File: config.mk
export PLATFORM = sky130hd
export DESIGN_NAME = window_watchdog_core
export DESIGN_NICKNAME = d
export VERILOG_FILES = /design/src/rtl/wwd_pkg.sv /design/src/rtl/wwd_tick.sv /design/src/rtl/window_watchdog_core.sv
export SDC_FILE = /design/constraint.sdc
export NUM_CORES = 1
export LEC_CHECK = 0
export CELL_PAD_IN_SITES_DETAIL_PLACEMENT = 0
export CELL_PAD_IN_SITES_GLOBAL_PLACEMENT = 1
export CORE_MARGIN = 2
export CORE_UTILIZATION = 50
export DETAILED_ROUTE_END_ITERATION = 10
export DONT_BUFFER_PORTS = 1
export GPL_TIMING_DRIVEN = 1
export MAX_ROUTING_LAYER = met4
export PLACE_DENSITY = 0.83
export SYNTH_ARGS = -nofsm -noshare
export SYNTH_HDL_FRONTEND = slang
export SYNTH_HIERARCHICAL = 1
export SYNTH_SLANG_ARGS = --single-unit
File: constraint.sdc
create_clock -name clock -period 2.5 [get_ports clock]
set_input_delay 0.25 -clock clock [delete_from_list [all_inputs] [get_ports clock]]
set_output_delay 0.25 -clock clock [all_outputs]
set_load 0.005 [all_outputs]
File: src/rtl/wwd_pkg.sv
package wwd_pkg;
  // time base: 20 MHz clock, one tick per microsecond
  localparam int unsigned CLK_FREQ_HZ = 20000000;
  localparam int unsigned TICK_US = 1;
  localparam int unsigned TICK_CYCLES = (CLK_FREQ_HZ / 1000000) * TICK_US;
  localparam int unsigned TICK_W = 5;
  // window timing in ticks (microseconds)
  localparam int unsigned CNT_W = 16;
  localparam logic [CNT_W-1:0] RST_DELAY_US = 16'h00C8;
  localparam logic [CNT_W-1:0] LOW_LIMIT_BASE_US = 16'h0064;
  localparam logic [CNT_W-1:0] UPPER_LIMIT_BASE_US = 16'h03E8;
  localparam logic [CNT_W-1:0] CAP_SCALE_STEP = 16'h0002;
  // window-select code that disables the watchdog
  localparam logic [1:0] SEL_DISABLE = 2'h2;

  typedef struct packed {
    logic [CNT_W-1:0] lower_window_limit;
    logic [CNT_W-1:0] upper_window_limit;
    logic disabled;
  } wwd_window_t;
endpackage : wwd_pkg

File: src/rtl/wwd_tick.sv
`timescale 1ns/10ps
module wwd_tick #(
  parameter int unsigned DIV = wwd_pkg::TICK_CYCLES
) (
  input wire logic clock,
  input wire logic rst_n,
  output logic tick
);
  logic [wwd_pkg::TICK_W-1:0] cnt_r;
  wire last = (cnt_r == wwd_pkg::TICK_W'(DIV - 1));
  always_ff @(posedge clock or negedge rst_n) begin
    if (!rst_n) cnt_r <= '0;
    else if (last) cnt_r <= '0;
    else cnt_r <= cnt_r + 1'b1;
  end
  assign tick = last;
endmodule : wwd_tick

File: src/rtl/window_watchdog_core.sv
`timescale 1ns/10ps
// How it works
// - kicks ignored at power-up until reset delay elapses.
// - kicks ignored while fault output is low.
// - kicks ignored while watchdog is disabled.
// - timeout drives fault output low.
// - fault stays low for the reset delay to within one tick, then released high.
// - disabled watchdog holds fault output high regardless of kicks.
// - disabling window-select code turns the watchdog off.
// - window selects and capacitor setting choose window, timeout or disable.
module window_watchdog_core #(
  parameter logic [wwd_pkg::CNT_W-1:0] RST_DELAY = wwd_pkg::RST_DELAY_US
) (
  input wire logic clock,
  input wire logic rst_n,
  input wire logic kick_input,
  input wire logic window_select_0,
  input wire logic window_select_1,
  input wire logic [1:0] timeout_cap_setting,
  output logic fault_output_n
);
  typedef enum logic [1:0] {ST_POWERUP, ST_WATCH, ST_FAULT, ST_OFF} wwd_state_t;
  wwd_state_t state_r, state_nxt;
  logic [wwd_pkg::CNT_W-1:0] cnt_r, cnt_nxt;
  logic kick_d_r;
  logic fault_n_r;
  logic tick;

  wwd_tick u_tick (
    .clock(clock),
    .rst_n(rst_n),
    .tick(tick)
  );

  function automatic wwd_pkg::wwd_window_t decode_window(input logic [1:0] sel,
                                                          input logic [1:0] cap);
    wwd_pkg::wwd_window_t w;
    logic [wwd_pkg::CNT_W-1:0] scale;
    scale = wwd_pkg::CNT_W'(cap) * wwd_pkg::CAP_SCALE_STEP + 16'h0001;
    w.disabled = (sel == wwd_pkg::SEL_DISABLE);
    w.upper_window_limit = wwd_pkg::CNT_W'(wwd_pkg::UPPER_LIMIT_BASE_US * scale);
    w.lower_window_limit = wwd_pkg::CNT_W'((wwd_pkg::LOW_LIMIT_BASE_US << sel) * scale);
    return w;
  endfunction : decode_window

  wire [1:0] sel = {window_select_1, window_select_0};
  wwd_pkg::wwd_window_t win;
  assign win = decode_window(sel, timeout_cap_setting);

  wire kick_fall = kick_d_r & ~kick_input;
  wire too_early = cnt_r < win.lower_window_limit;
  wire timed_out = tick && (cnt_r >= win.upper_window_limit - 16'h0001);
  wire delay_done = tick && (cnt_r >= RST_DELAY - 16'h0001);
  wire [wwd_pkg::CNT_W-1:0] cnt_inc = tick ? cnt_r + 16'h0001 : cnt_r;

  always_comb begin
    state_nxt = state_r;
    cnt_nxt = cnt_inc;
    case (state_r)
      ST_POWERUP: begin
        // kicks are not looked at here
        if (delay_done) begin
          state_nxt = win.disabled ? ST_OFF : ST_WATCH;
          cnt_nxt = '0;
        end
      end
      ST_WATCH: begin
        if (win.disabled) begin
          state_nxt = ST_OFF;
          cnt_nxt = '0;
        end else if (kick_fall && too_early) begin
          state_nxt = ST_FAULT;
          cnt_nxt = '0;
        end else if (kick_fall) begin
          cnt_nxt = '0;
        end else if (timed_out) begin
          state_nxt = ST_FAULT;
          cnt_nxt = '0;
        end
      end
      ST_FAULT: begin
        // kicks ignored while asserted
        if (delay_done) begin
          state_nxt = win.disabled ? ST_OFF : ST_WATCH;
          cnt_nxt = '0;
        end
      end
      ST_OFF: begin
        cnt_nxt = '0;
        if (!win.disabled) state_nxt = ST_WATCH;
      end
      default: begin
        state_nxt = ST_POWERUP;
        cnt_nxt = '0;
      end
    endcase
  end

  always_ff @(posedge clock or negedge rst_n) begin
    if (!rst_n) begin
      state_r <= ST_POWERUP;
      cnt_r <= '0;
      kick_d_r <= 1'b0;
      fault_n_r <= 1'b1;
    end else begin
      state_r <= state_nxt;
      cnt_r <= cnt_nxt;
      kick_d_r <= kick_input;
      fault_n_r <= (state_nxt != ST_FAULT);
    end
  end

  assign fault_output_n = fault_n_r;

  // fault low time in clocks: the first tick after entry lands 1..TICK_CYCLES clocks late
  localparam int unsigned LOW_MIN = (32'(RST_DELAY) - 1) * wwd_pkg::TICK_CYCLES + 1;
  localparam int unsigned LOW_MAX = 32'(RST_DELAY) * wwd_pkg::TICK_CYCLES;

  // low-time meter; saturates so a stuck fault cannot wrap it into the legal range
  logic [wwd_pkg::CNT_W+wwd_pkg::TICK_W-1:0] low_len_r;
  always_ff @(posedge clock or negedge rst_n) begin
    if (!rst_n) low_len_r <= '0;
    else if (fault_output_n) low_len_r <= '0;
    else if (!(&low_len_r)) low_len_r <= low_len_r + 1'b1;
  end

  AST_OFF_HIGH: assert property (@(posedge clock) disable iff (!rst_n)
    state_r == ST_OFF |-> fault_output_n) else $error("fault low while disabled");
  AST_TIMEOUT_FAULT: assert property (@(posedge clock) disable iff (!rst_n)
    state_r == ST_WATCH && !win.disabled && !kick_fall && timed_out |=> !fault_output_n)
    else $error("timeout did not assert fault");
  AST_EARLY_FAULT: assert property (@(posedge clock) disable iff (!rst_n)
    state_r == ST_WATCH && !win.disabled && kick_fall && too_early |=> state_r == ST_FAULT)
    else $error("early kick not faulted");
  AST_FAULT_HOLD: assert property (@(posedge clock) disable iff (!rst_n)
    $fell(fault_output_n) |-> !fault_output_n [*8]) else $error("fault pulse too short");
  AST_FAULT_KICK_IGN: assert property (@(posedge clock) disable iff (!rst_n)
    state_r == ST_FAULT && !delay_done |=> state_r == ST_FAULT && cnt_r == $past(cnt_inc))
    else $error("kick disturbed fault");
  AST_POWERUP_IGN: assert property (@(posedge clock) disable iff (!rst_n)
    state_r == ST_POWERUP && !delay_done |=> state_r == ST_POWERUP && fault_output_n)
    else $error("kick seen during power-up");
  AST_DISABLE_ENTER: assert property (@(posedge clock) disable iff (!rst_n)
    state_r == ST_WATCH && win.disabled |=> state_r == ST_OFF) else $error("disable ignored");
  AST_OFF_KICK_IGN: assert property (@(posedge clock) disable iff (!rst_n)
    state_r == ST_OFF |=> cnt_r == '0) else $error("kick counted while disabled");
  AST_RESTART: assert property (@(posedge clock) disable iff (!rst_n)
    state_r == ST_WATCH && !win.disabled && kick_fall && !too_early |=> cnt_r == '0)
    else $error("good kick did not restart");

  // pulse length is checked in clocks, so a broken tick or delay compare shows up here
  AST_FAULT_LEN: assert property (@(posedge clock) disable iff (!rst_n)
    $rose(fault_output_n) |-> low_len_r >= LOW_MIN && low_len_r <= LOW_MAX)
    else $error("fault pulse length wrong");

  AST_POWERUP_HIGH: assert property (@(posedge clock) disable iff (!rst_n)
    state_r == ST_POWERUP |-> fault_output_n)
    else $error("fault low during power-up");

  AST_PWR_EXIT: assert property (@(posedge clock) disable iff (!rst_n)
    state_r == ST_POWERUP && delay_done && !win.disabled |=> state_r == ST_WATCH && cnt_r == '0)
    else $error("power-up did not end in watch");

  AST_PWR_TO_OFF: assert property (@(posedge clock) disable iff (!rst_n)
    state_r == ST_POWERUP && delay_done && win.disabled |=> state_r == ST_OFF)
    else $error("power-up ignored disable");

  AST_FAULT_LOW: assert property (@(posedge clock) disable iff (!rst_n)
    state_r == ST_FAULT |-> !fault_output_n)
    else $error("fault state with output high");

  AST_WATCH_HIGH: assert property (@(posedge clock) disable iff (!rst_n)
    state_r == ST_WATCH |-> fault_output_n)
    else $error("fault low while watching");

  AST_EARLY_LOW: assert property (@(posedge clock) disable iff (!rst_n)
    state_r == ST_WATCH && !win.disabled && kick_fall && too_early |=> !fault_output_n)
    else $error("early kick left output high");

  AST_LATE_OK: assert property (@(posedge clock) disable iff (!rst_n)
    state_r == ST_WATCH && !win.disabled && kick_fall && !too_early |=> fault_output_n)
    else $error("in-window kick raised fault");

  AST_FAULT_CNT_RUN: assert property (@(posedge clock) disable iff (!rst_n)
    state_r == ST_FAULT && tick && !delay_done |=> cnt_r == $past(cnt_r) + 16'h0001)
    else $error("fault delay count stalled");

  AST_RELEASE_HIGH: assert property (@(posedge clock) disable iff (!rst_n)
    state_r == ST_FAULT && delay_done |=> fault_output_n)
    else $error("fault not released after delay");

  AST_RELEASE_RESTART: assert property (@(posedge clock) disable iff (!rst_n)
    state_r == ST_FAULT && delay_done |=> cnt_r == '0 && state_r != ST_FAULT)
    else $error("release did not restart period");

  AST_OFF_STAY: assert property (@(posedge clock) disable iff (!rst_n)
    state_r == ST_OFF && win.disabled |=> state_r == ST_OFF && fault_output_n)
    else $error("left disabled state while disabled");

  AST_OFF_LEAVE: assert property (@(posedge clock) disable iff (!rst_n)
    state_r == ST_OFF && !win.disabled |=> state_r == ST_WATCH && cnt_r == '0)
    else $error("enable did not start a fresh period");

  // the window counter counts up only on the time base; a falling kick clears it without a tick
  AST_CNT_STILL: assert property (@(posedge clock) disable iff (!rst_n)
    state_r == ST_WATCH && !tick && !kick_fall && !win.disabled |=> cnt_r == $past(cnt_r))
    else $error("window count moved without tick");

  AST_CNT_STEP: assert property (@(posedge clock) disable iff (!rst_n)
    state_r == ST_WATCH && tick && !kick_fall && !timed_out && !win.disabled
    |=> cnt_r == $past(cnt_r) + 16'h0001)
    else $error("window count missed a tick");

  AST_TICK_GAP: assert property (@(posedge clock) disable iff (!rst_n)
    tick |=> !tick [*8])
    else $error("time base ticks too close");
endmodule : window_watchdog_core

==> results by group <==
Worst setup path
  – Reg2reg start: cnt_r[7]
  – CP most frequent cell: ha_4
  – Worst Setup Start Kind: primary input
  – Maximum net fanout on the critical path: 6
  – Reg-to-reg endpoint: cnt_r[4]
  – Family with the most delay on the worst path: adder cells
  – Crit-path cells: clkinvlp_4 > ha_4 > nor2_4 > ha_4 > inv_2 > fa_1 > inv_2 > ha_4 > nor2b_4 > o21ai_2 > a21oi_2 > o21a_1 > o41ai_2 > xor2_1 > ha_1 > nand4_1 > nor2_2 > o211ai_1 > nand4_1 > o21ai_2 > a22oi_1
  – Arrival time at the worst endpoint: between 3 and 4 ns
  – R2R Setup Slk: approximately 0.33 ns
  – CP required: ~2.7 ns
  – CP max-delay cell: fa_1
  – R2R cell count: 8
  – Max stage delay on crit path: 0.55 ns
  – Setup CP Type: in -> reg
  – Buf/Inv on CP: 3
  – Worst setup EP type: flop

GRT
  – Via count of the first global-routing pass: 2043
  – Largest net degree at the start of global routing: 26
  – GR Overflow Total: 0
  – GR Util All Layers: 0.200
  – First-pass GRT wire length: 9.34 mm
  – Initial antenna violation count: 0

Yosys
  – Mux share of post-synthesis cell area: 0.00774
  – Syn Area/Cell: 8.77 µm²
  – Synth top area share: 0.266
  – Post-synthesis sequential area ratio: 0.242
  – Synth area leader: ha_1
  – Post-Synth Simple-Gate Area: 0.181
  – Post-synthesis adder-cell area fraction: 0.312
  – Synthesis Warnings: 6
  – Area contributors post-synth: ha_1 27%, dfrtp_1 23%, nor2_1 6.4%, xor2_1 6.1%, inv_1 4.9%
  – Main combinational cell family by area after synthesis: adder cells
  – Synthesized instance count: 295
  – Synth Flop Type: dfrtp_1
  – Post-synth EDFFs: 0
  – Area of the mapped netlist: 2590 µm²
  – Yosys reg bits: 25
  – Xor and xnor area share after synthesis: 0.0846
  – Ys async rst share: 1.00
  – Netlist cell types: 42
  – Compound-Gate Fraction of Synth Area: 0.112

Finish
  – Layout area overhead: 22.1%
  – Final nets: about 400
  – Antenna diode count: 0
  – Commonest non-fill, non-tap cells in the layout: 48 x ha_1, 42 x nor2_1, 32 x buf_4
  – Final Core Density: 0.627
  – Post-route cell area: 3160 µm²
  – Layout cells sized above 1: 0.207
  – Commonest non-fill, non-tap cell in the layout: ha_1

Detailed routing
  – Vias: 2084
  – DRC: 0
  – WL per Instance: 13.0 µm
  – Routed vias/inst: 5.16
  – Routed wire length: 5.24 mm
  – Detail Route Antenna Nets: 0
  – DRT Pass-1 Iters: 4
  – Starting DRC count in detailed routing: 58

Placement
  – Port bufs: 0
  – Post-DP HPWL: 4.19 mm
  – Placed inst area: 2950 µm²
  – Final Wtd Congestion: 0.807

Pwr
  – VDD IR max: around 0.41 mV
  – PwrDens: ~380 nW/µm²
  – P_leak: 1.54 nW

STA
  – Tcrit/Tclk final: 1.51
  – Final Hold Fails: 0
  – Unrepaired setup endpoints after global routing: true
  – Min Tclk post-route: about 3.8 ns
  – Worst Slack Setup Final: -1.27 ns
  – Setup-failing EPs final: 3
  – Max Fclk: 265 MHz
  – Clock skew: 0.00666 ns
  – Number of max-slew violations in the final report: 0

Run status
  – Status: complete, but fails checks
  – Failing checks: negative setup slack

Die
  – Die area: a little under 6000 µm²
  – IO Pins: 8
  – Starting Density: 0.513
  – # rows: 26
  – Placeable Area: between 5000 and 6000 µm²
  – Die height: 75.9 µm
  – Die Wd: 75.9 µm

Clock network
  – TritonCTS clock tree: yes
  – CTS Buf Count: 3
  – Clk_lat worst skew: 0.27 ns
  – CTS sink count: 25
  – Clk slew on worst S/H paths: 0.09 ns
  – Clock Tree Root: clkbuf_8
  – H-tree levels: 1
  – Clock buffer depth: 2

Hold path
  – Min-Delay Path Class: in -> async

Flow run
  – Max Cap Viol: 0
-- area by class of cell --
| cell class | count | area [µm²] |
|---|---|---|
| flip-flops and latches | 25 | 627 |
| well taps | 70 | 87.6 |
| multi-input cells | 233 | 1960 |
| inverters | 36 | 139 |
| fillers | 447 | 1880 |
| clock inverters | 1 | 5.00 |
| clock buffers | 3 | 41.3 |
| repair buffers | 36 | 300 |
-- per-layer routing --
metal | up-vias | wire length (µm) | GRT usage
met1 | 997 | 2620 | 0.279
li1 | 1076 | - | -
met5 | - | 0 | -
met4 | 0 | 12 | 0.0218
met3 | 2 | 88 | 0.0286
met2 | 9 | 2510 | 0.321
-- how the worst max path moves through the flow --
stage / startpoint / endpoint / cells after the start / slack (ns)
final: window_select_1 / fault_output_n / 21 / -1.27
after global routing: window_select_1 / fault_output_n / 21 / -1.49
after CTS: window_select_1 / fault_output_n / 21 / -1.13
after detailed placement: window_select_1 / fault_output_n / 20 / -1.46
after global placement: window_select_1 / fault_output_n / 21 / -1.40
after floorplan: window_select_1 / state_r[0] / 21 / -1.23
-- state kept, by name, summed over array words and instances (netlist names) --
signal,flops
u_tick/cnt_r,5
cnt_r,16
fault_output_n,1
kick_d_r,1
state_r,2
-- kinds of logic (layout without fill, tap and decap cells) --
| logic type | count (synthesis) | count (layout) |
|---|---|---|
| xor gates and xnor gates | 25 | 25 |
| AOI/OAI and AO/OA | 44 | 44 |
| buffers and inverters | 38 | 76 |
| muxes | 2 | 2 |
| DFF | 25 | 25 |
| adders and majority gates | 61 | 61 |
| and+or+nand+nor | 99 | 99 |
| other | 1 | 2 |
-- power by group --
group | internal (mW) | switching, mW
Sequential | 0.445 | 0.0357
Clock | 0.111 | 0.122
Combinational | 0.239 | 0.241
-- synthesized netlist by cell type (all sizes together), types with 2 or more instances --
cell type,number
nand3,11
nor4,2
mux2i,2
nand2,16
o221ai,2
a21o,2
o22ai,2
nor2b,2
ha,55
o41ai,2
nand4,5
and2,6
inv,36
o211ai,3
xor2,18
a21oi,11
o21a,2
and3,2
nor3,5
buf,2
o21ai,14
xnor2,7
nor2,44
dfrtp,24
fa,6
nand2b,3
-- through the flow --
step / hold WS [ns] / TNS (ns) / total power [mW] / cells / setup WS [ns]
2_1_floorplan: -0.0456 / -3.69 / 0.787 / 296 / -1.23
3_3_place_gp: -0.0451 / -6.63 / 0.914 / 391 / -1.40
3_5_place_dp: -0.0451 / -6.81 / 0.920 / 391 / -1.46
4_1_cts: 0.398 / -3.33 / 1.18 / 401 / -1.13
5_1_grt: 0.422 / -4.33 / 1.30 / 404 / -1.49
6_report: 0.403 / -3.70 / 1.19 / 404 / -1.27
-- worst reg2reg max path, cell delays in order (launching register included) --
cell      delay, ns
dfrtp_1        0.46
ha_1           0.35
a21oi_1        0.14
o221ai_1       0.15
a311oi_2       0.33
o31a_1         0.31
o21ai_4        0.08
buf_12         0.16
nor2_1         0.12
-- timing repair --
item / CTS / global route
hold buffers: 3 / 0
resized for setup: 1 / 13
setup buffers: 3 / 3
gates cloned: 0 / 0
pin swaps: 5 / 19
endpoints found under the hold margin: 26 / 0
endpoints found under the setup margin: 3 / 19
No activity file was read; power rests on OpenSTA's default activity.
